===== src/hdl/lcx_consts.vh =====
// constants for the segment display command executor
`ifndef LCX_CONSTS_VH
`define LCX_CONSTS_VH
`define LCX_PTR_LAST      6'h27
`define LCX_SUB_PAT       4'hc
`define LCX_BANK_PAT      5'h1e
`define LCX_BLINK_PAT     4'he
`define LCX_MODE_STATIC   2'h1
`define LCX_MODE_MUX2     2'h2
`define LCX_MODE_MUX3     2'h3
`define LCX_MODE_MUX4     2'h0
`define LCX_CONT_BIT      7
`define LCX_RST_PTR       6'h00
`define LCX_RST_SUB       3'h0
`endif


===== src/hdl/lcx_cmd_exec.v =====
// command decoder and display controller of the segment driver
`timescale 1ns/1ps
`default_nettype none
`include "lcx_consts.vh"
module lcx_cmd_exec #(
    parameter DEPTH = 40
) (
    input  wire       i_clk_sys,
    input  wire       i_rst,
    input  wire       i_start,
    input  wire       i_byte_vld,
    input  wire [7:0] i_byte,
    input  wire [1:0] i_drive_mode,
    input  wire [2:0] i_hw_subaddr,
    input  wire [5:0] i_rd_addr,
    output reg  [5:0] o_ram_ptr,
    output reg  [2:0] o_sub_cnt,
    output reg        o_in_bank,
    output reg        o_out_bank,
    output reg  [1:0] o_blink_rate_sel,
    output reg        o_blink_alt,
    output reg        o_data_phase,
    output reg        o_ptr_valid,
    output reg        o_wr_pulse,
    output reg  [3:0] o_disp_bits,
    output wire [3:0] o_ram_rdata
);
    localparam SUB_BITS = 3;

    wire       is_cmd;
    wire       is_dat;
    wire       multi;
    wire       sel_me;
    wire       cmd_ptr;
    wire       cmd_sub;
    wire       cmd_bank;
    wire       cmd_blink;
    wire [2:0] hw_sub;
    wire [3:0] ram_q;
    reg  [3:0] next_wdata;
    reg  [3:0] next_wmask;
    reg  [5:0] next_ptr;
    reg  [3:0] raw;
    reg        we;
    reg        blink_style;

    // a start condition overrides whatever byte comes with it
    assign is_cmd    = i_byte_vld && !i_start && !o_data_phase;
    assign is_dat    = i_byte_vld && !i_start && o_data_phase &&
                       o_ptr_valid;
    assign multi     = (i_drive_mode == `LCX_MODE_MUX3) ||
                       (i_drive_mode == `LCX_MODE_MUX4);
    assign sel_me    = (o_sub_cnt == hw_sub);
    assign cmd_ptr   = !i_byte[6];
    assign cmd_sub   = (i_byte[6:3] == `LCX_SUB_PAT);
    assign cmd_bank  = (i_byte[6:2] == `LCX_BANK_PAT);
    assign cmd_blink = (i_byte[6:3] == `LCX_BLINK_PAT);
    assign o_ram_rdata = ram_q;

    // strap pins: three synchronizer flops per bit, taken into q when stages two and three agree
    genvar g;
    generate
        for (g = 0; g < SUB_BITS; g = g + 1) begin : g_sub_sync
            reg s1;
            reg s2;
            reg s3;
            reg q;

            always @(posedge i_clk_sys) begin
                if (i_rst) begin
                    s1 <= 1'b0;
                    s2 <= 1'b0;
                    s3 <= 1'b0;
                    q  <= 1'b0;
                end else begin
                    s1 <= i_hw_subaddr[g];
                    s2 <= s1;
                    s3 <= s2;
                    if (s2 == s3)
                        q <= s3;
                end
            end

            assign hw_sub[g] = q;
        end
    endgenerate

    // pack of the data bits into one ram nibble
    always @* begin
        next_wdata = 4'h0;
        next_wmask = 4'h0;
        case (i_drive_mode)
            `LCX_MODE_STATIC: begin
                next_wdata = o_in_bank ? {1'b0, i_byte[7], 2'b00}
                                       : {3'b000, i_byte[7]};
                next_wmask = o_in_bank ? 4'h4 : 4'h1;
            end
            `LCX_MODE_MUX2: begin
                next_wdata = o_in_bank ? {i_byte[6], i_byte[7], 2'b00}
                                       : {2'b00, i_byte[6], i_byte[7]};
                next_wmask = o_in_bank ? 4'hc : 4'h3;
            end
            `LCX_MODE_MUX3: begin
                next_wdata = {1'b0, i_byte[5], i_byte[6], i_byte[7]};
                next_wmask = 4'h7;
            end
            default: begin
                next_wdata = {i_byte[4], i_byte[5], i_byte[6], i_byte[7]};
                next_wmask = 4'hf;
            end
        endcase
        we = is_dat && sel_me;
    end

    // one address per byte; the wrap at the last address is below
    always @* begin
        next_ptr = o_ram_ptr + 6'h1;
    end

    // bit 7 of each command decides whether data follows
    always @(posedge i_clk_sys) begin
        if (i_rst)
            o_data_phase <= 1'b0;
        else if (i_start)
            o_data_phase <= 1'b0;
        else if (is_cmd)
            o_data_phase <= !i_byte[`LCX_CONT_BIT];
    end

    // ram pointer: loaded by command, advanced per data byte, stored here or not
    always @(posedge i_clk_sys) begin
        if (i_rst) begin
            o_ram_ptr   <= `LCX_RST_PTR;
            o_ptr_valid <= 1'b1;
        end else if (is_cmd && cmd_ptr) begin
            o_ram_ptr   <= i_byte[5:0];
            o_ptr_valid <= i_byte[5:0] <= `LCX_PTR_LAST;
        end else if (is_dat) begin
            if (o_ram_ptr == `LCX_PTR_LAST)
                o_ram_ptr <= `LCX_RST_PTR;
            else
                o_ram_ptr <= next_ptr;
        end
    end

    // subaddress counter: loaded by command, stepped when the pointer wraps
    always @(posedge i_clk_sys) begin
        if (i_rst)
            o_sub_cnt <= `LCX_RST_SUB;
        else if (is_cmd && cmd_sub)
            o_sub_cnt <= i_byte[2:0];
        else if (is_dat && o_ram_ptr == `LCX_PTR_LAST)
            o_sub_cnt <= o_sub_cnt + 3'h1;
    end

    // bank selects, frozen in 1:3 and 1:4 drive
    always @(posedge i_clk_sys) begin
        if (i_rst) begin
            o_in_bank  <= 1'b0;
            o_out_bank <= 1'b0;
        end else if (is_cmd && cmd_bank && !multi) begin
            o_in_bank  <= i_byte[1];
            o_out_bank <= i_byte[0];
        end
    end

    // blink rate and the style asked for by the last blink command
    always @(posedge i_clk_sys) begin
        if (i_rst) begin
            o_blink_rate_sel <= 2'b00;
            blink_style      <= 1'b0;
        end else if (is_cmd && cmd_blink) begin
            o_blink_rate_sel <= i_byte[1:0];
            blink_style      <= i_byte[2];
        end
    end

    // bank-alternating blink only exists in static and 1:2 drive
    always @(posedge i_clk_sys) begin
        if (i_rst)
            o_blink_alt <= 1'b0;
        else
            o_blink_alt <= blink_style && !multi;
    end

    // one-cycle marker of a byte stored by this device
    always @(posedge i_clk_sys) begin
        if (i_rst)
            o_wr_pulse <= 1'b0;
        else
            o_wr_pulse <= is_dat && sel_me;
    end

    // forty-word display ram
    lcx_ram_writer #(
        .DEPTH (DEPTH),
        .AW    (6)
    ) u_ram (
        .i_clk_sys (i_clk_sys),
        .i_we      (we),
        .i_addr    (o_ram_ptr),
        .i_wdata   (next_wdata),
        .i_wmask   (next_wmask),
        .i_raddr   (i_rd_addr),
        .o_rdata   (ram_q)
    );

    // display readout with output bank choice in static and 1:2 drive
    always @* begin
        raw = ram_q;
    end

    always @(posedge i_clk_sys) begin
        if (i_rst)
            o_disp_bits <= 4'h0;
        else if (multi)
            o_disp_bits <= raw;
        else
            o_disp_bits <= o_out_bank ? {2'b00, raw[3:2]}
                                      : {2'b00, raw[1:0]};
    end
endmodule // lcx_cmd_exec
`default_nettype wire


===== src/hdl/lcx_ram_writer.v =====
// display ram writer: one 4-bit word per address, masked nibble update
`timescale 1ns/1ps
`default_nettype none
module lcx_ram_writer #(
    parameter DEPTH = 40,
    parameter AW    = 6
) (
    input  wire          i_clk_sys,
    input  wire          i_we,
    input  wire [AW-1:0] i_addr,
    input  wire [3:0]    i_wdata,
    input  wire [3:0]    i_wmask,
    input  wire [AW-1:0] i_raddr,
    output reg  [3:0]    o_rdata
);
    reg [3:0] mem [0:DEPTH-1];

    always @(posedge i_clk_sys) begin
        if (i_we)
            mem[i_addr] <= (mem[i_addr] & ~i_wmask) | (i_wdata & i_wmask);
        o_rdata <= mem[i_raddr];
    end
endmodule // lcx_ram_writer
`default_nettype wire


===== config.mk =====
export PLATFORM = sky130hd
export DESIGN_NAME = lcx_cmd_exec
export DESIGN_NICKNAME = d
export VERILOG_FILES = /design/src/hdl/lcx_cmd_exec.v /design/src/hdl/lcx_ram_writer.v
export VERILOG_INCLUDE_DIRS = /design/src /design/src/hdl
export SDC_FILE = /design/constraint.sdc
export NUM_CORES = 1
export LEC_CHECK = 0
export BUFFER_PORTS_ARGS = -buffer_cell sky130_fd_sc_hd__buf_2
export CAP_MARGIN = 0
export CORE_UTILIZATION = 53
export CTS_BUF_LIST = sky130_fd_sc_hd__clkbuf_2
export CTS_CLUSTER_DIAMETER = 40
export DETAILED_ROUTE_END_ITERATION = 7
export GPL_TIMING_DRIVEN = 0
export HOLD_SLACK_MARGIN = 0.02
export PLACE_DENSITY = 0.73
export REMOVE_ABC_BUFFERS = 1
export SYNTH_ARGS = -nofsm -noshare
export SYNTH_HDL_FRONTEND = slang
export SYNTH_SLANG_ARGS = --single-unit

===== constraint.sdc =====
create_clock -name i_clk_sys -period 3.5 [get_ports i_clk_sys]
set_clock_uncertainty 0.1 [all_clocks]
set_input_delay 0 -clock i_clk_sys [delete_from_list [all_inputs] [get_ports i_clk_sys]]
set_output_delay 0 -clock i_clk_sys [all_outputs]
set_load 0.005 [all_outputs]

==> results of run 1 <==
[cells in the final DEF (no fill, tap or decap), drive strengths merged, types with 5 or more instances in the layout]
master and count:
mux2 15, mux4 86, nor2 67, dlygate4sd3 53, inv 11, a22oi 9
nor2b 13, clkinv 17, nand2 17, buf 51, edfxtp 160, nand3 6
o21ai 12, clkbuf 65, mux2i 18, nor3b 5, a211oi 5, a21oi 15
nor3 5, dfxtp 44, ha 7
[worst register-to-register path, cell delays in order (launching register included)]
cell      delay, ns
dfxtp_1        0.44
nand4b_1       0.44
nor4_2         0.74
nand4_1        0.65
nor2_1         0.59
[metrics by stage]
| stage | hold slack, ns | util (%) |
|---|---|---|
| floorplan | -0.0309 | - |
| global placement | 0.111 | 56.6 |
| detailed placement | 0.116 | 57.1 |
| CTS | 0.0319 | 62.5 |
| global route | 0.0572 | 62.7 |
| finish | 0.131 | 62.7 |
[kinds of logic (layout without fill, tap and decap cells)]
group                      count (synthesis)  count (layout)
AOI/OAI and AO/OA                         67              67
xor gates and xnor gates                   5               5
adders and majority gates                  7               7
buffers and inverters                     48             197
DFF                                      204             204
muxes                                    119             119
other                                      0               1
and+or+nand+nor                          142             142
[area by class of cell]
class / instances / area, um2
clock inverters: 19 / 78.8
repair buffers: 104 / 851
multi-input cells: 340 / 3650
flip-flops and latches: 204 / 5690
diodes: 1 / 2.50
well taps: 225 / 282
inverters: 9 / 33.8
clock buffers: 65 / 325
fillers: 1263 / 6500
[power by group]
part	switching, uW	total, uW	leakage, uW	internal, uW
Combinational	261	480	0.00161	219
Sequential	34.2	2720	0.00181	2680
Clock	928	1440	0.000319	509
Total	1220	4630	0.00374	3410
[Yosys cell counts, types with 4 or more instances]
library cell  number  area share [%]
mux4_2            78              18
a211oi_1           5            0.39
inv_1              9            0.35
xor2_1             4            0.37
mux2_2            15             1.8
nand2_1           17            0.67
nor2_1            67             2.6
buf_2              9            0.47
ha_1               7            0.92
o21ai_0           12            0.63
nor3_1             5            0.26
nor2b_1           13            0.85
nand3_1            6            0.31
clkbuf_1          20            0.79
edfxtp_1         160              50
a21oi_1           15            0.79
mux4_1             8             2.2
dfxtp_1           44             9.2
nand3b_1           4            0.31
nor3b_1            5            0.39
a22oi_1            9            0.71
mux2i_1           18             1.9
[registers in the layout (all words and copies together) (netlist names), 2 cells and up, named ones only]
name / flops
o_sub_cnt: 3
u_ram.o_rdata: 4
g_sub_sync.q: 3
g_sub_sync.s1: 3
o_ram_ptr: 6
g_sub_sync.s3: 3
o_blink_rate_sel: 2
u_ram.mem: 160
g_sub_sync.s2: 3
o_disp_bits: 4
[worst max-delay path by stage]
| stage | slack (ns) | cells past startpoint | to | startpoint |
|---|---|---|---|---|
| after floorplan | -1.55 | 4 | u_ram.mem[0][1]$_DFFE_PP_ | flop |
| after detailed placement | -0.16 | 4 | u_ram.mem[12][2]$_DFFE_PP_ | flop |
| after global routing | 0.03 | 4 | u_ram.mem[7][0]$_DFFE_PP_ | o_data_phase$_SDFFE_PP0N_ |
| final | 0.16 | 4 | u_ram.mem[23][3]$_DFFE_PP_ | o_data_phase$_SDFFE_PP0N_ |
| after CTS | 0.03 | 5 | u_ram.mem[8][3]$_DFFE_PP_ | flop |
| after global placement | -4.03 | 4 | u_ram.mem[14][1]$_DFFE_PP_ | flop |
[metal layers]
| layer | up-vias | GRT usage, % | part of all wire [%] |
|---|---|---|---|
| met5 | - | 0 | 0 |
| met4 | 0 | 9.07 | 2.8 |
| met2 | 339 | 42.0 | 49 |
| met3 | 58 | 7.61 | 10 |
| li1 | 2672 | - | - |
| met1 | 3126 | 34.7 | 38 |
[repair_timing]
action | 4_1_cts | 5_1_grt
hold buffers | 53 | 0
endpoints found under the setup margin | 40 | 90
cloned | 0 | 0
resized for setup | 1 | 1
setup buffers | 0 | 1
hold endpoints to repair | 96 | 0
==> results.cfg, run 1 <==
[drt]
firstDrtPassIters = 6
postRouteAntennaNets = 0
vias_per_cell = 6.41
drc_errors = 0
drt_iter0_markers = 529
via_count = 6195
wl_um = 23700
wire_per_inst_um = 24.5

[yosys]
yosysSeqAreaShare_pct = 59.5
synth-edff-count = 160
synth_cell_types = 59
yosys-mux-area-fraction_pct = 24.3
netlist_area_um2 = 9550
yosysWarningCount = 0
netlist_instances = 592
ys_seq_elements = 204
synthArstFlopShare_pct = 0
synth_compound_area_share_pct = 4.85
synth_xor_area_share_pct = 0.459
syn_avg_cell_area_um2 = 16.1
yosys.area_share.simple_pct = 7.46
synth_top_family_by_area = multiplexers
synthAdderAreaFrac_pct = 0.917
synth_ff_type = edfxtp_1

[worst_setup_path]
slowest_delay_ns = 0.74
crit_buf_inv = 0
crit_fanout = 11
critPathLaunchType = flop
worst_r2r_endpoint = u_ram.mem[23][3]$_DFFE_PP_
reg2reg_from = o_data_phase$_SDFFE_PP0N_
cp_data_required_time_ns = 3.81
r2r_cells = 4
path_cells = nand4b_1, nor4_2, nand4_1, nor2_1
crit_slowest_cell = nor4_2
reg2reg_slack_ns = 0.16
arrival_ns = 3.65
cp-end-kind = flop
worstSetupPathType = flop to flop
cp_top_family = simple AND/OR/NAND/NOR gates

[die]
io_pins = 48
die_x_um = 136
die_h_um = 136
dieArea_um2 = 18600
initial_core_util_pct = 54.8
row_count = 48
core-area_um2 = 17400

[cts]
cts_buffers = 48
cts-htree-levels = 2
clockBufferDepth = 3
cts_tree = built
path_clk_slew_ns = 0.11
cts.sink_count = 204
clk_latency_ns = 0.80
cts-root-buf = clkbuf_2

[sta]
report.final.slew_viol_count = 0
period_share_pct = 95.4
tns_ns = 0
tightest_slew_ns = 1.32
fin_crit_ns = 3.34
slew_headroom_pct = 11.8
hold_violations = 0
finalSetupViolations = 0
max_freq_mhz = 299
rsz0062_at_grt = no
fin_ws_ns = 0.159

[placement]
placed_area_um2 = 9950
portBuffers = 47
gp_congestion = 0.944
dp_cells = 828
hpwl_um = 15100
dpl_worst_slack_ns = -0.156

[power_and_ir_drop]
p_leak_uw = 0.00374
cellPowerDensity_nw_per_um2 = 424
ir_drop_uv = 285
finalPower_uw = 4630

[flow_run]
cap_violations = 0

[global_routing]
grt_start_max_net_pins = 41
grt_use_total_pct = 26.4
grt_pass1_wl_um = 35100
grt-ovfl-total = 0
antenna_found_initial = 1
grt_pass1_vias = 6111

[worst_hold_path]
min-delay-start = i_rd_addr[1]
hp-class = input pin to flop
hold_path_depth = 5
holdPathEnd = u_ram.o_rdata[0]$_DFF_P_

[cells_and_area]
final_cells = 967
final_cell_area_um2 = 10900
drive_gt1_share_pct = 30.8
syn2layout_area_growth_pct = 14.3
final_nets = 737

[status]
status = complete, no violations
Note: power is estimated with default switching activity, not from simulation.
==> run 2: changes to the inputs <==
Settings changed: CORE_UTILIZATION 53 to 57, PLACE_DENSITY 0.73 to 0.78.
==> results.cfg, run 2 (synthesis results as in run 1) <==
[status]
status = complete, no violations

[worst_setup_path]
crit_fanout = 24
reg2reg_slack_ns = 0.19
arrival_ns = 3.75
cp_data_required_time_ns = 3.93
critPathLaunchType = flop
worstSetupPathType = flop to flop
cp-end-kind = flop
r2r_cells = 5
worst_r2r_endpoint = u_ram.mem[31][3]$_DFFE_PP_

[power_and_ir_drop]
p_comb_share_pct = 10.1
power.switching_uw = 1230
p_int_uw = 3430
netSwitchingFraction_pct = 26.5
share_seq_of_total_power_pct = 58.3
finalPower_uw = 4660
p_clk_share_pct = 31.6
cellPowerDensity_nw_per_um2 = 429
p_leak_uw = 0.00371
ir_drop_uv = 239

[drt]
postRouteAntennaNets = 0
wire_per_inst_um = 24.9
wl_um = 23800
vias_per_cell = 6.56
firstDrtPassIters = 5
drt_iter0_markers = 808
via_count = 6276
drc_errors = 0

[cts]
cts.sink_count = 204
cts_tree = built
cts_buffers = 50
cts-root-buf = clkbuf_2
clk_latency_ns = 0.84
clockBufferDepth = 3
path_clk_slew_ns = 0.11
cts-htree-levels = 2

[flow_run]
cap_violations = 0

[die]
row_count = 46
die_h_um = 131
die_x_um = 131
core-area_um2 = 16100
io_pins = 48
initial_core_util_pct = 59.3
dieArea_um2 = 17300

[cells_and_area]
largest_reg_flops = 160
insertedDiodeCount = 0
drive_gt1_share_pct = 30.8
layout_common_cells = edfxtp_1 (160), mux4_2 (78), clkbuf_2 (69)
final_nets = 735
top_regs = u_ram.mem: 160 flops, o_ram_ptr: 6 flops
top_register = u_ram.mem
final_common_cell = edfxtp_1
fillCellCount = 1068
final_cell_area_um2 = 10900
syn2layout_area_growth_pct = 13.9
fin_util_pct = 67.5

[sta]
finalSetupViolations = 0
fin_ws_ns = 0.186
fin_crit_ns = 3.31
tightest_slew_ns = 1.24
max_freq_mhz = 302
rsz0062_at_grt = no
period_share_pct = 94.7
report.final.slew_viol_count = 0
hold_violations = 0
slew_headroom_pct = 17.2

[worst_hold_path]
min-delay-start = i_start
hp-class = input pin to flop
holdPathEnd = o_ptr_valid$_SDFFE_PP1P_
hold_path_depth = 5

[global_routing]
grt_pass1_vias = 6291
grt_use_total_pct = 28.2
antenna_found_initial = 0
grt-ovfl-total = 0
grt_pass1_wl_um = 36400
grt_start_max_net_pins = 41

[placement]
portBuffers = 47
gp_congestion = 0.962
dpl_worst_slack_ns = -0.144
placed_area_um2 = 9940
hpwl_um = 14800
## run 2: critical path, stage by stage (launching register included)
cell and delay, ns:
dfxtp_4 0.67, mux4_2 0.59, nor2b_1 0.14, a2111oi_0 0.84, o31ai_4 0.37, buf_16 0.27
## run 2: cell type report
cell class | instances | area, um2 | share of cell area, %
Sequential cell | 204 | 5690 | 52.3
Multi-Input combinational cell | 340 | 3650 | 33.6
Timing Repair Buffer | 100 | 811 | 7.46
Clock buffer | 69 | 345 | 3.18
Tap cell | 216 | 270 | 2.49
Clock inverter | 18 | 72.6 | 0.667
Inverter | 9 | 33.8 | 0.311
## run 2: routing by layer
metal	global-route usage [%]	share of wire, %	up-vias
met2	46.7	50	380
met3	6.94	9.6	76
met5	0	0	-
met1	36.7	37	3153
li1	-	-	2667
met4	9.24	2.9	0
## run 2: timing repair
action | in CTS | in global routing
setup buffers | 0 | 1
hold endpoints to repair | 100 | 0
gates resized for setup | 2 | 0
endpoints found under the setup margin | 64 | 68
hold buffers | 49 | 0
## run 2: power by group through the flow
stage / Sequential (uW) / Combinational (uW) / Clock [uW]
final: 2720 / 472 / 1470
after global routing: 2720 / 503 / 1600
after CTS: 2720 / 452 / 1480
after detailed placement: 2780 / 409 / 0
after global placement: 2790 / 370 / 0
after floorplan: 2770 / 228 / 0
## run 2: through the flow
stage | cells | setup TNS (ns) | hold slack, ns
6_report | 956 | 0 | 0.0978
5_1_grt | 956 | 0 | 0.0910
4_1_cts | 955 | 0 | 0.0343
3_5_place_dp | 819 | -5.76 | 0.118
3_3_place_gp | 816 | -418.37 | 0.110
2_1_floorplan | 553 | -142.30 | -0.0309
## run 2: worst max-delay path by stage
stage / end / slack (ns) / cells after the start
3_5_place_dp: u_ram.mem[15][2]$_DFFE_PP_ / -0.14 / 4
4_1_cts: u_ram.mem[38][3]$_DFFE_PP_ / 0.02 / 5
6_report: u_ram.mem[31][3]$_DFFE_PP_ / 0.19 / 5
3_3_place_gp: u_ram.mem[14][3]$_DFFE_PP_ / -3.89 / 4
5_1_grt: u_ram.mem[38][3]$_DFFE_PP_ / 0.05 / 5
2_1_floorplan: u_ram.mem[0][1]$_DFFE_PP_ / -1.55 / 4
==> run 3: changes to the inputs <==
Settings changed: CELL_PAD_IN_SITES_DETAIL_PLACEMENT from default to 2, CELL_PAD_IN_SITES_GLOBAL_PLACEMENT from default to 2, CORE_UTILIZATION 57 to 43, PLACE_DENSITY 0.78 to default, PLACE_DENSITY_LB_ADDON from default to 0.1.
==> results.cfg, run 3 (synthesis results as in run 1) <==
[status]
status = complete, no violations

[cts]
cts-root-buf = clkbuf_2
post_cts_buffers = 0
path_clk_slew_ns = 0.10
cts.sink_count = 204
cts_tree = built
cts_buffers = 54
cts-htree-levels = 2
clockBufferDepth = 3
clk_latency_ns = 0.84

[sta]
fin_ws_ns = 0.136
period_share_pct = 96.1
slew_headroom_pct = 12.3
hold_violations = 0
max_freq_mhz = 297
finalSetupViolations = 0
rsz0062_at_grt = no
tightest_slew_ns = 1.31
fin_crit_ns = 3.36
tns_ns = 0
whs_ns = 0.0836
report.final.slew_viol_count = 0

[cells_and_area]
drive_gt1_share_pct = 31.7
top_regs = u_ram.mem: 160 flops, o_ram_ptr: 6 flops
fin_util_pct = 51.0
final_nets = 742
final_common_cell = edfxtp_1
syn2layout_area_growth_pct = 16.5
final_cells = 1029
layout_common_cells = edfxtp_1 (160), mux4_2 (78), clkbuf_2 (72)
top_register = u_ram.mem
largest_reg_flops = 160

[die]
row_count = 54
initial_core_util_pct = 43.8
die_x_um = 151
die_h_um = 151
io_pins = 48
core-area_um2 = 21800
dieArea_um2 = 22800

[power_and_ir_drop]
p_leak_uw = 0.00380
cellPowerDensity_nw_per_um2 = 450
ir_drop_uv = 212

[worst_setup_path]
crit_fanout = 33
reg2reg_slack_ns = 0.14
cp_data_required_time_ns = 3.90
endpoint = u_ram.mem[35][2]$_DFFE_PP_
r2r_cells = 6
cp-end-kind = flop
arrival_ns = 3.76
worstSetupPathType = flop to flop
worst_r2r_endpoint = u_ram.mem[35][2]$_DFFE_PP_
critPathLaunchType = flop

[placement]
dp_cells = 885
hpwl_um = 18400
gp_congestion = 0.806
portBuffers = 47
dpl_worst_slack_ns = -0.144

[drt]
postRouteAntennaNets = 0
drc_errors = 0
vias_per_cell = 6.01
drt_iter0_markers = 351
wl_um = 28100
wire_per_inst_um = 27.3
firstDrtPassIters = 4
via_count = 6184

[global_routing]
grt_pass1_wl_um = 41500
grt-ovfl-total = 0
grt_pass1_vias = 6661
grt_start_max_net_pins = 41
antenna_found_initial = 1
grt_use_total_pct = 25.5

[flow_run]
cap_violations = 0

[worst_hold_path]
hp-class = input pin to flop
## run 3: changes by cell type in the layout (fill, tap and decap cells not counted), sizes merged
cell         change
buf              +1
clkbuf           +3
diode            +1
dlygate4sd3      +2
bufinv           +3
clkinv           -1
## run 3: area by class of cell
cell class / count / area, um2
Clock buffer: 72 / 360
Clock inverter: 20 / 160
Inverter: 9 / 33.8
Multi-Input combinational cell: 340 / 3660
Fill cell: 2010 / 10700
Tap cell: 280 / 350
Sequential cell: 204 / 5690
Antenna cell: 1 / 2.50
Timing Repair Buffer: 103 / 866
## run 3: power breakdown
part / internal, uW / switching [uW] / leakage [uW]
clock: 782 / 1000 / 0.000380
combinational: 229 / 282 / 0.00161
sequential: 2680 / 31.7 / 0.00181
## run 3: metal layers
metal,vias to the layer above,GRT usage (%),part of all wire [%],wire (um)
met2,186,43.2,51,14400
met5,-,0,0,0
li1,2677,-,-,-
met3,39,4.82,5.0,1410
met1,3282,34.1,42,11900
met4,0,6.00,1.4,386
## run 3: repair_timing
action	CTS	global route
hold buffers	51	0
gates resized for setup	2	3
hold endpoints to repair	72	0
setup endpoints to repair	154	35
## run 3: through the flow
stage          power [uW]  cell area, um2
3_5_place_dp         3230           10100
5_1_grt              5220           11100
3_3_place_gp         3180            9930
4_1_cts              5060           11100
6_report             5010           11100
2_1_floorplan        3000            9340
## run 3: critical path: stages, from the launching register on
cell     delay [ns]
dfxtp_4        0.50
buf_16         0.28
mux4_2         0.55
mux2_2         0.34
a32o_1         0.28
a311o_1        0.62
buf_8          0.31
## run 3: worst min-delay path by stage
stage / from / end / slack, ns / cells past startpoint
2_1_floorplan: i_rst / g_sub_sync[0].q$_SDFFE_PP0N_ / -0.03 / 1
3_3_place_gp: i_hw_subaddr[1] / g_sub_sync[1].s1$_SDFF_PP0_ / 0.11 / 2
3_5_place_dp: i_hw_subaddr[2] / g_sub_sync[2].s1$_SDFF_PP0_ / 0.12 / 2
4_1_cts: i_byte[6] / flop / 0.05 / 4
5_1_grt: i_rd_addr[2] / u_ram.o_rdata[3]$_DFF_P_ / 0.05 / 4
6_report: i_rd_addr[2] / u_ram.o_rdata[3]$_DFF_P_ / 0.08 / 4
